--- config.mk ---
export PLATFORM = sky130hd
export DESIGN_NAME = dsrx_decode_track
export DESIGN_NICKNAME = d
export VERILOG_FILES = /design/src/dsrx_decode_track.v /design/src/dsrx_descrambler.v /design/src/dsrx_diff_decoder.v
export VERILOG_INCLUDE_DIRS = /design/src
export SDC_FILE = /design/constraint.sdc
export NUM_CORES = 1
export LEC_CHECK = 0
export BUFFER_PORTS_ARGS = -buffer_cell sky130_fd_sc_hd__buf_2
export CELL_PAD_IN_SITES_DETAIL_PLACEMENT = 1
export CELL_PAD_IN_SITES_GLOBAL_PLACEMENT = 2
export CORE_MARGIN = 2
export CORE_UTILIZATION = 39
export DETAILED_ROUTE_END_ITERATION = 8
export GPL_ROUTABILITY_DRIVEN = 0
export GPL_TIMING_DRIVEN = 0
export PLACE_DENSITY_LB_ADDON = 0.08
export SLEW_MARGIN = 20
export SYNTH_ARGS = -nofsm -noshare
export SYNTH_HDL_FRONTEND = slang
export SYNTH_HIERARCHICAL = 1
export SYNTH_SLANG_ARGS = --single-unit
--- constraint.sdc ---
create_clock -name clk -period 43.5 [get_ports clk]
set_clock_uncertainty 0.05 [all_clocks]
set_input_delay 10.875 -clock clk [delete_from_list [all_inputs] [get_ports clk]]
set_output_delay 10.875 -clock clk [all_outputs]
set_load 0.1 [all_outputs]
--- src/dsrx_regs.vh ---
// Register map, field positions, reset values and counts of the receive decode/track block
`ifndef DSRX_REGS_VH
`define DSRX_REGS_VH

// Register byte offsets
`define DSRX_OFS_ROT_CTRL     8'h00
`define DSRX_OFS_EQ_CTRL      8'h04
`define DSRX_OFS_LOCKED_RX    8'h08
`define DSRX_OFS_TRACK_OPT    8'h0c
`define DSRX_OFS_RATE_CTRL    8'h10
`define DSRX_OFS_EQ_COEF      8'h14
`define DSRX_OFS_STATUS       8'h18

// Field positions
`define DSRX_ROT_REV_A_BIT    7
`define DSRX_ROT_REV_B_BIT    6
`define DSRX_EQ_ICI_DIS_BIT   4
`define DSRX_EQ_ISI_DIS_BIT   5
`define DSRX_LOCKED_RX_BIT    2
`define DSRX_SERVICE_LOCK_BIT 2
`define DSRX_TRACK_LO_EN_BIT  6

// Reset values
`define DSRX_ROT_CTRL_RST     8'h00
`define DSRX_EQ_CTRL_RST      8'h00
`define DSRX_LOCKED_RX_RST    8'h00
`define DSRX_TRACK_OPT_RST    8'h00
`define DSRX_RATE_CTRL_RST    2'h0

// Rate modes
`define DSRX_RATE_DBPSK       2'h0
`define DSRX_RATE_DQPSK       2'h1
`define DSRX_RATE_CCK55       2'h2
`define DSRX_RATE_CCK11       2'h3

// Counts and loop shifts
`define DSRX_INTERP_LIMIT     8'd72
`define DSRX_CCK55_CORRS      6'd4
`define DSRX_KI_SHIFT         4
`define DSRX_KP_SHIFT         8
`define DSRX_TRAIN_SHIFT      4
`define DSRX_ICI_SHIFT        2
`define DSRX_LO_STEP_THR      16'sd4096

`endif

--- src/dsrx_decode_track.v ---
// Receive decoding, CCK picking, equaliser and carrier/symbol tracking
//
// Notes on behaviour
// - Phase change 0/+90/+180/-90 gives 00/01/11/10
// - First bit of dibit leaves first
// - Rotation control bit 7 or 6 reverses
// - DBPSK is plain differential decoding
// - Descrambler is self-synchronising seven-stage register
// - Two taps XOR into incoming stream
// - Output is data XOR tap sum
// - CCK starts only after locked header
// - Last header bit phase is CCK reference
// - Derotate samples, then decimate to chip rate
// - 11 Mbps: six index bits, two phase
// - 5.5 Mbps: four correlators, four bits
// - Biggest picker once per symbol batch
// - Train on early samples, shared with CHANNEL_MATCHED_FILTER
// - Remove inter-chip term before picking
// - Subtract previous symbol residual from next
// - Coefficients frozen for rest of packet
// - Equaliser bits 4, 5 disable ICI, ISI
// - Costas error into lead/lag filter, NCO
// - Carrier integrator update only on chip transition
// - Interpolator limited to +/-72 eighth chips
// - Service bit 2 and receive bit 2
// - Tracking option bit 6 enables locked mode
//
// Design decisions made here: the APB interface to the registers and the register offsets.
`timescale 1ns/1ps
`default_nettype none
`include "dsrx_regs.vh"

module dsrx_decode_track #(
  parameter SW    = 8,
  parameter MW    = 12,
  parameter OFS_W = 8
) (
  // Clock and reset
  input  wire                    clk,
  input  wire                    rst,
  // APB slave
  input  wire [11:0]             paddr,
  input  wire                    psel,
  input  wire                    penable,
  input  wire                    pwrite,
  input  wire [31:0]             pwdata,
  output reg  [31:0]             prdata,
  output wire                    pready,
  output reg                     pslverr,
  // Acquisition and header status
  input  wire                    track_locked,
  input  wire                    header_last,
  input  wire [7:0]              service_field,
  input  wire                    packet_end,
  // Low-rate symbol phases
  input  wire                    sym_valid,
  input  wire [1:0]              sym_phase,
  // Corrected A/D samples
  input  wire                    samp_valid,
  input  wire signed [SW-1:0]    samp_i,
  input  wire signed [SW-1:0]    samp_q,
  // Training samples
  input  wire                    train_valid,
  input  wire [MW-1:0]           train_mag,
  // Fast Walsh correlator results
  input  wire                    corr_valid,
  input  wire                    corr_last,
  input  wire [5:0]              corr_idx,
  input  wire [MW-1:0]           corr_mag,
  input  wire [1:0]              corr_phase,
  // Early/late chip decisions
  input  wire                    el_valid,
  input  wire                    el_late,
  // Chips toward correlators
  output reg                     chip_valid,
  output reg  signed [SW-1:0]    chip_i,
  output reg  signed [SW-1:0]    chip_q,
  // Tracking state
  output reg  [15:0]             nco_phase,
  output reg  signed [OFS_W-1:0] interp_offset,
  output reg                     timing_limit,
  output reg                     cck_active,
  output reg  [MW+3:0]           cmf_train_sum,
  // Bits toward MAC
  output wire                    rx_bit,
  output wire                    rx_bit_valid
);

  ////////////////////////////////////////////////////////////////////////
  // Functions

  function [2:0] reg_sel;
    input [11:0] a;
    begin
      case (a)
        {4'h0, `DSRX_OFS_ROT_CTRL}:  reg_sel = 3'h0;
        {4'h0, `DSRX_OFS_EQ_CTRL}:   reg_sel = 3'h1;
        {4'h0, `DSRX_OFS_LOCKED_RX}: reg_sel = 3'h2;
        {4'h0, `DSRX_OFS_TRACK_OPT}: reg_sel = 3'h3;
        {4'h0, `DSRX_OFS_RATE_CTRL}: reg_sel = 3'h4;
        {4'h0, `DSRX_OFS_EQ_COEF}:   reg_sel = 3'h5;
        {4'h0, `DSRX_OFS_STATUS}:    reg_sel = 3'h6;
        default:                     reg_sel = 3'h7;
      endcase
    end
  endfunction

  function [MW-1:0] sat_sub;
    input [MW-1:0] a;
    input [MW-1:0] b;
    begin
      sat_sub = (a > b) ? a - b : {MW{1'b0}};
    end
  endfunction

  ////////////////////////////////////////////////////////////////////////
  // Registers

  reg [7:0]    rotation_control_reg;
  reg [7:0]    equalizer_control_reg;
  reg [7:0]    locked_clock_rx_reg;
  reg [7:0]    tracking_option_reg;
  reg [1:0]    rate_reg;
  reg [MW-1:0] eq_coef_reg;
  reg          eq_frozen_reg;
  reg          lo_mode_reg;
  reg [1:0]    phase_ref_reg;

  wire [2:0] sel      = reg_sel(paddr);
  wire       wr_en    = psel & penable & pwrite;
  wire       rev_rot  = rotation_control_reg[`DSRX_ROT_REV_A_BIT] |
                        rotation_control_reg[`DSRX_ROT_REV_B_BIT];
  wire       ici_dis  = equalizer_control_reg[`DSRX_EQ_ICI_DIS_BIT];
  wire       isi_dis  = equalizer_control_reg[`DSRX_EQ_ISI_DIS_BIT];

  assign pready = psel & penable;

  always @(posedge clk) begin
    if (rst) begin
      rotation_control_reg  <= `DSRX_ROT_CTRL_RST;
      equalizer_control_reg <= `DSRX_EQ_CTRL_RST;
      locked_clock_rx_reg   <= `DSRX_LOCKED_RX_RST;
      tracking_option_reg   <= `DSRX_TRACK_OPT_RST;
      rate_reg              <= `DSRX_RATE_CTRL_RST;
    end else if (wr_en) begin
      case (sel)
        3'h0:    rotation_control_reg  <= pwdata[7:0];
        3'h1:    equalizer_control_reg <= pwdata[7:0];
        3'h2:    locked_clock_rx_reg   <= pwdata[7:0];
        3'h3:    tracking_option_reg   <= pwdata[7:0];
        3'h4:    rate_reg              <= pwdata[1:0];
        default: rate_reg              <= rate_reg;
      endcase
    end
  end

  // Read data latched in the setup cycle
  always @(posedge clk) begin
    if (rst) begin
      prdata  <= 32'h0000_0000;
      pslverr <= 1'b0;
    end else if (psel & ~penable) begin
      pslverr <= (sel == 3'h7);
      case (sel)
        3'h0:    prdata <= {24'h00_0000, rotation_control_reg};
        3'h1:    prdata <= {24'h00_0000, equalizer_control_reg};
        3'h2:    prdata <= {24'h00_0000, locked_clock_rx_reg};
        3'h3:    prdata <= {24'h00_0000, tracking_option_reg};
        3'h4:    prdata <= {30'h0000_0000, rate_reg};
        3'h5:    prdata <= {{(32-MW){1'b0}}, eq_coef_reg};
        3'h6:    prdata <= {16'h0000, interp_offset[7:0], 1'b0, phase_ref_reg,
                            eq_frozen_reg, lo_mode_reg, cck_active, timing_limit,
                            track_locked};
        default: prdata <= 32'h0000_0000;
      endcase
    end
  end

  ////////////////////////////////////////////////////////////////////////
  // Derotation, decimation and carrier loop

  reg signed [SW-1:0] rot_i;
  reg signed [SW-1:0] rot_q;
  reg                 rot_valid;
  reg                 dec_reg;
  reg signed [23:0]   integ_reg;
  reg                 prev_si;
  reg                 prev_sq;

  wire signed [SW+1:0] ci     = {{2{chip_i[SW-1]}}, chip_i};
  wire signed [SW+1:0] cq     = {{2{chip_q[SW-1]}}, chip_q};
  wire signed [SW+1:0] cos_err = (chip_i[SW-1] ? -cq : cq) - (chip_q[SW-1] ? -ci : ci);
  wire signed [23:0]   err24  = {{(24-SW-2){cos_err[SW+1]}}, cos_err};
  wire signed [23:0]   freq   = integ_reg + (err24 <<< `DSRX_KP_SHIFT);
  wire                 chip_trans = (chip_i[SW-1] != prev_si) | (chip_q[SW-1] != prev_sq);

  always @(posedge clk) begin
    if (rst) begin
      rot_i      <= {SW{1'b0}};
      rot_q      <= {SW{1'b0}};
      rot_valid  <= 1'b0;
      dec_reg    <= 1'b0;
      chip_valid <= 1'b0;
      chip_i     <= {SW{1'b0}};
      chip_q     <= {SW{1'b0}};
      nco_phase  <= 16'h0000;
      integ_reg  <= 24'sh00_0000;
      prev_si    <= 1'b0;
      prev_sq    <= 1'b0;
    end else begin
      rot_valid  <= samp_valid;
      chip_valid <= 1'b0;
      if (samp_valid) begin
        nco_phase <= nco_phase + freq[23:8];
        case (nco_phase[15:14])
          2'h0:    begin rot_i <= samp_i;  rot_q <= samp_q;  end
          2'h1:    begin rot_i <= samp_q;  rot_q <= -samp_i; end
          2'h2:    begin rot_i <= -samp_i; rot_q <= -samp_q; end
          default: begin rot_i <= -samp_q; rot_q <= samp_i;  end
        endcase
      end
      if (rot_valid) begin
        dec_reg <= ~dec_reg;
        if (dec_reg) begin
          chip_valid <= 1'b1;
          chip_i     <= rot_i;
          chip_q     <= rot_q;
        end
      end
      if (chip_valid) begin
        prev_si <= chip_i[SW-1];
        prev_sq <= chip_q[SW-1];
        if (track_locked && chip_trans) begin
          integ_reg <= integ_reg + (err24 <<< `DSRX_KI_SHIFT);
        end
      end
      if (packet_end) begin
        integ_reg <= 24'sh00_0000;
      end
    end
  end

  ////////////////////////////////////////////////////////////////////////
  // Symbol timing interpolator

  reg signed [15:0] lo_acc;
  wire signed [15:0] lo_sum = lo_acc + freq[23:8];
  reg step_fwd;
  reg step_bwd;
  reg signed [15:0] lo_next;

  always @* begin
    step_fwd = 1'b0;
    step_bwd = 1'b0;
    lo_next  = lo_acc;
    if (lo_mode_reg) begin
      if (chip_valid) begin
        if (lo_sum >= `DSRX_LO_STEP_THR) begin
          step_fwd = 1'b1;
          lo_next  = lo_sum - `DSRX_LO_STEP_THR;
        end else if (lo_sum <= -`DSRX_LO_STEP_THR) begin
          step_bwd = 1'b1;
          lo_next  = lo_sum + `DSRX_LO_STEP_THR;
        end else begin
          lo_next = lo_sum;
        end
      end
    end else begin
      step_fwd = el_valid & el_late;
      step_bwd = el_valid & ~el_late;
    end
  end

  always @(posedge clk) begin
    if (rst || packet_end) begin
      interp_offset <= {OFS_W{1'b0}};
      timing_limit  <= 1'b0;
      lo_acc        <= 16'sh0000;
    end else begin
      lo_acc <= lo_next;
      if (step_fwd) begin
        if (interp_offset < $signed(`DSRX_INTERP_LIMIT)) begin
          interp_offset <= interp_offset + 1'b1;
        end else begin
          timing_limit <= 1'b1;
        end
      end else if (step_bwd) begin
        if (interp_offset > -$signed(`DSRX_INTERP_LIMIT)) begin
          interp_offset <= interp_offset - 1'b1;
        end else begin
          timing_limit <= 1'b1;
        end
      end
    end
  end

  ////////////////////////////////////////////////////////////////////////
  // Equaliser training and header handover

  reg train_d;

  always @(posedge clk) begin
    if (rst) begin
      cmf_train_sum <= {(MW+4){1'b0}};
      eq_coef_reg   <= {MW{1'b0}};
      eq_frozen_reg <= 1'b0;
      train_d       <= 1'b0;
      cck_active    <= 1'b0;
      lo_mode_reg   <= 1'b0;
      phase_ref_reg <= 2'h0;
    end else begin
      train_d <= train_valid & ~eq_frozen_reg;
      // Same samples feed CHANNEL_MATCHED_FILTER and equaliser
      if (train_valid && !eq_frozen_reg) begin
        cmf_train_sum <= cmf_train_sum + {4'h0, train_mag};
      end
      if (train_d && !train_valid) begin
        eq_coef_reg   <= cmf_train_sum[MW+3:`DSRX_TRAIN_SHIFT];
        eq_frozen_reg <= 1'b1;
      end
      // Hand over at last header bit
      if (header_last && track_locked) begin
        phase_ref_reg <= sym_phase;
        cck_active    <= rate_reg[1];
        lo_mode_reg   <= tracking_option_reg[`DSRX_TRACK_LO_EN_BIT] &
                         locked_clock_rx_reg[`DSRX_LOCKED_RX_BIT] &
                         service_field[`DSRX_SERVICE_LOCK_BIT];
      end
      if (packet_end) begin
        cck_active    <= 1'b0;
        lo_mode_reg   <= 1'b0;
        eq_frozen_reg <= 1'b0;
        cmf_train_sum <= {(MW+4){1'b0}};
      end
    end
  end

  ////////////////////////////////////////////////////////////////////////
  // CCK biggest picker

  reg [MW-1:0] best_mag;
  reg [5:0]    best_idx;
  reg [1:0]    best_phase;
  reg          best_valid;
  reg [MW-1:0] isi_term;
  reg [1:0]    cck_prev;

  // Only four candidates at 5.5 Mbps
  wire          eligible = (rate_reg == `DSRX_RATE_CCK11) || (corr_idx < `DSRX_CCK55_CORRS);
  wire [MW-1:0] mag_ici  = ici_dis ? corr_mag
                                   : sat_sub(corr_mag, eq_coef_reg >> `DSRX_ICI_SHIFT);
  wire [MW-1:0] mag_adj  = isi_dis ? mag_ici : sat_sub(mag_ici, isi_term);
  wire          take     = eligible & (~best_valid | (mag_adj > best_mag));
  wire [MW-1:0] fin_mag  = take ? mag_adj : best_mag;
  wire [5:0]    fin_idx  = take ? corr_idx : best_idx;
  wire [1:0]    fin_ph   = take ? corr_phase : best_phase;
  wire [2*MW-1:0] resid  = fin_mag * eq_coef_reg;
  wire          cck_dec  = cck_active & corr_valid & corr_last;

  always @(posedge clk) begin
    if (rst) begin
      best_mag   <= {MW{1'b0}};
      best_idx   <= 6'h00;
      best_phase <= 2'h0;
      best_valid <= 1'b0;
      isi_term   <= {MW{1'b0}};
      cck_prev   <= 2'h0;
    end else if (packet_end) begin
      best_valid <= 1'b0;
      isi_term   <= {MW{1'b0}};
    end else if (header_last && track_locked) begin
      cck_prev <= sym_phase;
    end else if (cck_active && corr_valid) begin
      if (corr_last) begin
        best_valid <= 1'b0;
        isi_term   <= resid[2*MW-1:MW];
        cck_prev   <= fin_ph;
      end else if (take) begin
        best_valid <= 1'b1;
        best_mag   <= mag_adj;
        best_idx   <= corr_idx;
        best_phase <= corr_phase;
      end
    end
  end

  ////////////////////////////////////////////////////////////////////////
  // Differential decoding and serialiser

  reg  [1:0] prev_phase;
  reg  [7:0] ser_reg;
  reg  [3:0] ser_cnt;
  wire [1:0] dibit;

  dsrx_diff_decoder u_diff (
    .cur_phase  (cck_active ? fin_ph : sym_phase),
    .prev_phase (cck_active ? cck_prev : prev_phase),
    .reverse    (rev_rot),
    .dibit      (dibit)
  );

  always @(posedge clk) begin
    if (rst) begin
      prev_phase <= 2'h0;
      ser_reg    <= 8'h00;
      ser_cnt    <= 4'h0;
    end else begin
      if (ser_cnt != 4'h0) begin
        ser_reg <= {ser_reg[6:0], 1'b0};
        ser_cnt <= ser_cnt - 4'h1;
      end
      if (sym_valid) begin
        prev_phase <= sym_phase;
      end
      if (cck_dec) begin
        if (rate_reg == `DSRX_RATE_CCK11) begin
          ser_reg <= {dibit, fin_idx};
          ser_cnt <= 4'h8;
        end else begin
          ser_reg <= {dibit, fin_idx[1:0], 4'h0};
          ser_cnt <= 4'h4;
        end
      end else if (sym_valid && track_locked && !cck_active) begin
        if (rate_reg == `DSRX_RATE_DQPSK) begin
          ser_reg <= {dibit, 6'h00};
          ser_cnt <= 4'h2;
        end else begin
          ser_reg <= {dibit[1], 7'h00};
          ser_cnt <= 4'h1;
        end
      end
    end
  end

  dsrx_descrambler u_descr (
    .clk       (clk),
    .rst       (rst),
    .in_valid  (ser_cnt != 4'h0),
    .in_bit    (ser_reg[7]),
    .out_valid (rx_bit_valid),
    .out_bit   (rx_bit)
  );

endmodule

`default_nettype wire

--- src/dsrx_descrambler.v ---
// Self-synchronising seven-stage descrambler
`timescale 1ns/1ps
`default_nettype none

module dsrx_descrambler (
  // Clock and reset
  input  wire clk,
  input  wire rst,
  // Scrambled bit in
  input  wire in_valid,
  input  wire in_bit,
  // Descrambled bit out
  output reg  out_valid,
  output reg  out_bit
);

  reg [6:0] shift_reg;

  always @(posedge clk) begin
    if (rst) begin
      shift_reg <= 7'h00;
      out_valid <= 1'b0;
      out_bit   <= 1'b0;
    end else begin
      out_valid <= in_valid;
      if (in_valid) begin
        shift_reg <= {shift_reg[5:0], in_bit};
        out_bit   <= in_bit ^ shift_reg[3] ^ shift_reg[6];
      end
    end
  end

endmodule

`default_nettype wire

--- src/dsrx_diff_decoder.v ---
// Differential phase decoder for DBPSK, DQPSK and CCK phase bits
`timescale 1ns/1ps
`default_nettype none

module dsrx_diff_decoder (
  // Phases in quarter turns
  input  wire [1:0] cur_phase,
  input  wire [1:0] prev_phase,
  input  wire       reverse,
  // Decoded dibit, d0 in bit 1
  output reg  [1:0] dibit
);

  reg [1:0] delta;

  always @* begin
    delta = cur_phase - prev_phase;
    if (reverse) begin
      delta = 2'h0 - delta;
    end
    case (delta)
      2'h0:    dibit = 2'b00;
      2'h1:    dibit = 2'b01;
      2'h2:    dibit = 2'b11;
      default: dibit = 2'b10;
    endcase
  end

endmodule

`default_nettype wire

Word level (Yosys, flattened, before mapping)
Index checks and enable logic that the tools add are counted.

Input bits: 117. Register bits after elaboration: 261. Output and inout bits: 95.

Reductions and logical operators: 39. Mux-type cells: 50. Equality and inequality tests: 24. Add/sub/neg operators: 19. $lt $le $gt $ge: 8. Bitwise gates (word level): 25. Multipliers: 1.

Operators with widths (count): one-hot mux 16 bit (7 select lines) (1); 2-to-1 mux 12 bit (5); 2-to-1 mux 8 bit (7); one-hot mux 8 bit (3 select lines) (2); == test 12 x 5 -> 1 bit (second input constant) (3); adder 16 bit (2); 2-to-1 mux 16 bit (2); adder 24 x 14 -> 24 bit (1); adder 24 x 18 -> 24 bit (1); == test 12 x 4 -> 1 bit (second input constant) (2); greater-than comparator 12 bit (2); multiplier 12 x 12 -> 24 bit (1); one-hot mux 3 bit (7 select lines) (1); 2-to-1 mux 10 bit (2); negation 8 -> 10 bit (2); adder 16 x 12 -> 16 bit (1); adder 16 x 14 -> 16 bit (second input constant) (1); greater-or-equal comparator 16 x 14 -> 1 bit (second input constant) (1); less-or-equal comparator 16 x 13 -> 1 bit (second input constant) (1); 2-to-1 mux 2 bit (8); 2-to-1 mux 4 bit (4); negation 8 bit (2); AND reduction 2 bit (8); subtractor 16 x 14 -> 16 bit (second input constant) (1); 41 further kinds (105).

Logic depth before layout (Yosys ltp)
Gate-level depths: netlist of run 1.

Depth in word-level cells: 19. Mapped depth: 57. Gate-level depth less buffers: 54.

Hierarchy
The synthesis of run 1 kept the hierarchy.

Modules (own cells, without submodules): dsrx_decode_track (cells each 2504, times used 1, area each 20094.3 sq um, sequential area each 4644.5 sq um); dsrx_descrambler (cells each 29, times used 1, area each 331.6 sq um, sequential area each 180.2 sq um); dsrx_diff_decoder (cells each 9, times used 1, area each 91.3 sq um, sequential area each 0.0 sq um).

Least setup slack after synthesis of run 1
No wires, ideal clock.

Kind: input to output. From: input penable. To: output pready. Data arrival time: 11612 ps. Slack: 20963 ps. Stages on the path: 1. Buffers on the path: 0. Cells stage by stage: and2_1.

Cells in the longest elaborated chain, start to end: 1.

Ends and longest elaborated chain: start, declared (line dsrx_decode_track.v:44) `input wire penable,`; bitwise AND 1 bit (line dsrx_decode_track.v:136) `assign pready = psel & penable;`; end, declared (line dsrx_decode_track.v:48) `output wire pready,`.

No other way between the ends.

Final worst setup path of run 1
From: input corr_mag[1]. To: register isi_term[10].

Cells in the longest elaborated chain, start to end: 11. Elaborated cells between the ends (all ways): 13. Classes of those cells: add/sub: 2; mul: 1; order compare: 3; mux: 5; bitwise: 2.

Ends and longest elaborated chain: start, declared (line dsrx_decode_track.v:69) `input wire [MW-1:0] corr_mag,`; subtractor 12 x 10 -> 12 bit / greater-than comparator 12 x 10 -> 1 bit (equally long branches) (line dsrx_decode_track.v:112) `sat_sub = (a > b) ? a - b : {MW{1'b0}};`; 2-to-1 mux 12 bit (line dsrx_decode_track.v:112); 2-to-1 mux 12 bit (*) (line dsrx_decode_track.v:350) `wire [MW-1:0] mag_ici = ici_dis ? corr_mag`; subtractor 12 bit / greater-than comparator 12 bit (equally long branches) (line dsrx_decode_track.v:112); 2-to-1 mux 12 bit (line dsrx_decode_track.v:112); 2-to-1 mux 12 bit (*) (line dsrx_decode_track.v:352) `wire [MW-1:0] mag_adj = isi_dis ? mag_ici : sat_sub(mag_ici, isi_term);`; greater-than comparator 12 bit (line dsrx_decode_track.v:353) `wire take = eligible & (~best_valid | (mag_adj > best_mag));`; OR 1 bit (line dsrx_decode_track.v:353); bitwise AND 1 bit (line dsrx_decode_track.v:353); 2-to-1 mux 12 bit (*); multiplier 12 x 12 -> 24 bit (*) (line dsrx_decode_track.v:357) `wire [2*MW-1:0] resid = fin_mag * eq_coef_reg;`; end signal, assigned (line dsrx_decode_track.v:366) `isi_term <= {MW{1'b0}};`; end signal, assigned (line dsrx_decode_track.v:370) `isi_term <= {MW{1'b0}};`; end signal, assigned (line dsrx_decode_track.v:376) `isi_term <= resid[2*MW-1:MW];`; end, declared (line dsrx_decode_track.v:345) `reg [MW-1:0] isi_term;`.

Every way passes the cells marked *; elsewhere a longest branch is shown, timed or not. A chain may end at the register's enable or synchronous reset.

==> results of run 1 <==
## path summary, 6_finish.rpt
| kind | from | endpoint | slack [ps] |
|---|---|---|---|
| hold / removal | prdata[14]$_SDFFE_PP0P_ | prdata[14]$_SDFFE_PP0P_ | 410 |
| hold reg to reg | prdata[14]$_SDFFE_PP0P_ | prdata[14]$_SDFFE_PP0P_ | 410 |
| setup reg to reg | eq_coef_reg[3]$_SDFFE_PP0P_ | isi_term[10]$_SDFFE_PP0P_ | 27970 |
| setup / recovery | corr_mag[1] | isi_term[10]$_SDFFE_PP0P_ | 18940 |
## kinds of logic after synthesis
family	after synthesis
AND/OR/NAND/NOR	850
adder cells (fa/ha/maj)	297
flip-flops	241
other	1
multiplexers	120
buffers and inverters	371
XOR/XNOR	117
AO/OA/AOI/OAI	545
## per-stage QoR
| step | cell area, um^2 | setup WS, ps |
|---|---|---|
| 2_1_floorplan | 20600 | 20960 |
| 3_5_place_dp | 22200 | 18390 |
| 5_1_grt | 23200 | 17800 |
| 4_1_cts | 23200 | 18930 |
| 6_report | 23200 | 18940 |
| 3_3_place_gp | 22200 | 18550 |
## metal layers
layer	track usage [%]	up-vias	routed length, um
li1	-	9059	-
met1	32.2	9294	31200
met2	47.8	263	36000
met3	2.15	89	1900
met4	6.05	6	1500
met5	0	-	37
## cells in the final DEF (no fill, tap or decap), types with 108 or more instances in the layout
master / netlist / routed
mux2i_1: 110 / 110
dfxtp_1: 241 / 241
nand2_1: 323 / 323
a21oi_1: 170 / 170
ha_1: 189 / 189
buf_2: 1 / 161
inv_1: 241 / 241
clkbuf_1: 102 / 108
fa_1: 108 / 108
nor2_1: 249 / 249
## power by group
part / leakage [nW] / internal, mW / switching, mW
clock network: 0.462 / 0.141 / 0.101
logic: 8.02 / 0.0659 / 0.126
registers: 1.95 / 0.230 / 0.00814
## layout make-up
class / instances / area [um^2]
Buffer: 130 / 553
Multi-Input combinational cell: 1945 / 14300
Timing Repair Buffer: 160 / 801
Antenna cell: 2 / 5.00
Clock buffer: 39 / 803
Tap cell: 688 / 861
Inverter: 241 / 905
Clock inverter: 13 / 125
Fill cell: 6394 / 29100
Sequential cell: 241 / 4820
## worst register-to-register path, delay by kind of cell (launching register included)
kind,cells,cell delay (ps)
xor+xnor,1,160
simple gates,9,1550
fa+ha+maj,9,3870
buf+inv,9,2810
flops,1,710
compound gates,26,6280
==> results.toml, run 1 <==
[logic_synthesis]
yosysTopAreaCell = "dfxtp_1"
ys_ff_latch = 241
synth_fa_ha_area_share_pct = 22.1
synth_commonest_cells = "323 x nand2_1, 249 x nor2_1, 241 x dfxtp_1, 241 x inv_1, 189 x ha_1"
syn-mean-instance-area_um2 = 8.07
synthArstFlopShare_pct = 0
synthTopCellsByArea = "dfxtp_1 24%, ha_1 12%, fa_1 11%"
ys_warn_count = 6
synth_cell_type_count = 87
post-synth-top-count-cell = "nand2_1"
synth_top_family_by_area = "adder cells"
yosysSeqAreaShare_pct = 23.5
synth-xor-area-share_pct = 5.13
synth_mux_area_share_pct = 6.13
synth_simple_gate_area_share_pct = 18.8
synth-edff-count = 0
synth_top_area_share_pct = 23.5
synth_compound_area_share_pct = 17.2
synthesis.area_mm2 = 0.0205
synth_cells = 2542
yosys_most_used_dff = "dfxtp_1"

[clock_tree]
clk_pin_slew_worst_paths_ps = 60
root_buffer = "clkbuf_16"
htree_levels = 1
clk_latency_ps = 570
post_cts_buffers = 0
cts_sinks = 241
cts_inserted_buffers = 29
cts_resized = 0
clock_path_buffers = 3
cts_tree = "yes"
cts-hold-fix-buffers = 0

[detailed_routing]
wl_mm = 70.6
wire_per_inst_um = 20.4
via_count = 18711
first_iter_violations = 801
viasPerCell = 5.41
drc = 0
antenna_left = 0
dr.pass1.iters = 5

[timing]
period_needed_ps = 24560
timing.final.max_slew_violations = 0
whs_ps = 408
max_freq_ghz = 0.0407
worst_pin_slew_ps = 1080
finalSetupTns_ps = 0
finalSetupViolations = 0
final.period_utilization_pct = 56.5
relSlewSlack_pct = 27.5
grt_setup_unrepaired = "no"
final_hold_viol_count = 0

[final_layout]
post-route-util_pct = 44.4
layoutNonFillerInstCount = 3459
drive_above_1_share_pct = 9.39
syn2layout_area_growth_pct = 12.9
largest_reg_flops = 20
finalNetCount = 3162

[setup_path]
critPathLaunchType = "primary input"
worstSetupPathType = "in2reg"
timing.critical_path.buf_inv = 8
slowest_stage = "a211oi_1"
crit_family = "compound AO/OA/AOI/OAI gates"
crit_path_end_kind = "flop"
cp_data_arrival_time_ps = 24960
r2r_cells = 54
cp.required_ps = 43900
cp.depth = 53
cp_common_cell = "o21ai_0"
critPathMaxStageDelay_ps = 910
cp_max_fo = 10

[grt]
grt_overflow = 0
grt_max_degree = 15
first_global_vias = 19663
grt_pass1_wl_mm = 110
track_usage_pct = 25.8
antenna_found_initial = 6

[floorplan]
die-area_mm2 = 0.0545
initial_utilization_pct = 39.3
fp.dieW_um = 233
rows = 84
ios = 212
die_y_um = 233
core-area_mm2 = 0.0522

[run_status]
status = "finished clean"

[place]
io_buffer_count = 160
numPlacedInstances = 3405
dpl.hpwl_mm = 57.3

[min_path]
whs_path_depth = 2
hold_path_class = "reg2reg"

[power]
p_per_area_mw_per_mm2 = 29.0
p_total_mw = 0.671
ir_drop_v = 0.0000307
leakagePower_nw = 10.4

[flow_run]
cap_violations = 0
Power figures use the tool's default switching activity.
==> run 2: changes to the inputs <==
CORE_UTILIZATION = 33   (was 39)
clock period = 20.2 ns   (was 43.5 ns; I/O delays follow)
==> results.toml, run 2 (synthesis gave the netlist of run 1 again) <==
[setup_path]
critPathMaxStageDelay_ps = 940
crit_path_end_kind = "flop"
slowest_stage = "a211oi_1"
cp_data_arrival_time_ps = 19270
critPathLaunchType = "primary input"
cp_max_fo = 10
worstSetupPathType = "in2reg"
crit_family = "compound AO/OA/AOI/OAI gates"
timing.critical_path.buf_inv = 8
cp_common_cell = "o21ai_0"
cp.required_ps = 20600

[final_layout]
finalNetCount = 3163
post-route-util_pct = 38.0
final_common_cell = "nand2_1"
drive_above_1_share_pct = 9.43
largest_reg_flops = 20
layoutNonFillerInstCount = 3607
syn2layout_area_growth_pct = 14.1
final_cell_mix = "323 x nand2_1, 249 x nor2_1, 241 x inv_1, 241 x dfxtp_1, 189 x ha_1"
design_area_mm2 = 0.0234

[detailed_routing]
via_count = 18608
antenna_left = 0
viasPerCell = 5.16
dr.pass1.iters = 4
drc = 0
wl_mm = 73.8
wire_per_inst_um = 20.5
first_iter_violations = 666

[place]
place_area_mm2 = 0.0224
dpl.hpwl_mm = 60.0
numPlacedInstances = 3554
io_buffer_count = 160

[clock_tree]
root_buffer = "clkbuf_16"
cts_tree = "yes"
cts-hold-fix-buffers = 0
cts_inserted_buffers = 30
clk_latency_ps = 580
cts_sinks = 241
cts_resized = 0
clock_path_buffers = 3
htree_levels = 1
clk_pin_slew_worst_paths_ps = 60
post_cts_buffers = 0

[min_path]
hold_path_class = "reg2reg"

[timing]
grt_setup_unrepaired = "no"
period_needed_ps = 18870
finalSetupTns_ps = 0
finalSetupViolations = 0
max_freq_ghz = 0.0530
final_hold_viol_count = 0
final.period_utilization_pct = 93.4
timing.final.max_slew_violations = 0
relSlewSlack_pct = 23.5
worst_pin_slew_ps = 1150

[power]
p_per_area_mw_per_mm2 = 62.7
ir_drop_v = 0.0000592
leakagePower_nw = 10.4
p_total_mw = 1.47

[floorplan]
initial_utilization_pct = 33.3
rows = 91
ios = 212
die-area_mm2 = 0.0642
core-area_mm2 = 0.0616
die_y_um = 253
fp.dieW_um = 253

[grt]
antenna_found_initial = 4
first_global_vias = 19893
track_usage_pct = 23.2
grt_max_degree = 15
grt_overflow = 0
grt_pass1_wl_mm = 116

[run_status]
status = "finished clean"

[flow_run]
cap_violations = 0
run 2: changes by cell type in the layout (fill, tap and decap cells not counted):
cell / delta
clkinv_2: -5
inv_6: +4
clkbuf_16: +2
clkbuf_8: -2
clkinvlp_4: +2
clkbuf_1: -1
diode_2: -1
run 2: per-layer routing:
layer,GRT usage [%],vias up,part of all wire (%)
met1,29.3,9260,45
met3,2.41,73,2.8
li1,-,9052,-
met4,4.85,8,2.0
met5,0,-,0.065
met2,42.3,215,51
run 2: path summary, 6_finish.rpt:
path / cells after the start / start / slack, ps / to
setup / recovery: 52 / corr_mag[1] / 1330 / isi_term[10]$_SDFFE_PP0P_
hold / removal: 2 / best_phase[1]$_SDFFE_PP0P_ / 410 / best_phase[1]$_SDFFE_PP0P_
setup reg to reg: 53 / eq_coef_reg[3]$_SDFFE_PP0P_ / 4550 / isi_term[10]$_SDFFE_PP0P_
hold reg to reg: 2 / best_phase[1]$_SDFFE_PP0P_ / 410 / best_phase[1]$_SDFFE_PP0P_
run 2: power breakdown:
group / switching, mW / internal, mW / leakage, nW
sequential: 0.0176 / 0.495 / 1.95
clock: 0.227 / 0.314 / 0.470
combinational: 0.272 / 0.142 / 8.02
run 2: worst min-delay path, cell delays in order, from the launching register on:
cell,delay (ps)
dfxtp_1,310
nand2_1,50
a21oi_1,50
run 2: final cells by class:
class / count / area, um^2
Fill cell: 7517 / 38200
Multi-Input combinational cell: 1945 / 14300
Sequential cell: 241 / 4820
Tap cell: 837 / 1050
Inverter: 241 / 905
Clock buffer: 38 / 822
Timing Repair Buffer: 160 / 801
Buffer: 130 / 553
Clock inverter: 14 / 150
Antenna cell: 1 / 2.50
run 2: stage by stage:
| step | hold WS, ps | worst slack [ps] |
|---|---|---|
| floorplan | 382 | 4270 |
| finish | 408 | 1330 |
| detailed placement | 401 | 740 |
| global route | 431 | 138 |
| CTS | 410 | 1310 |
| global placement | 392 | 891 |
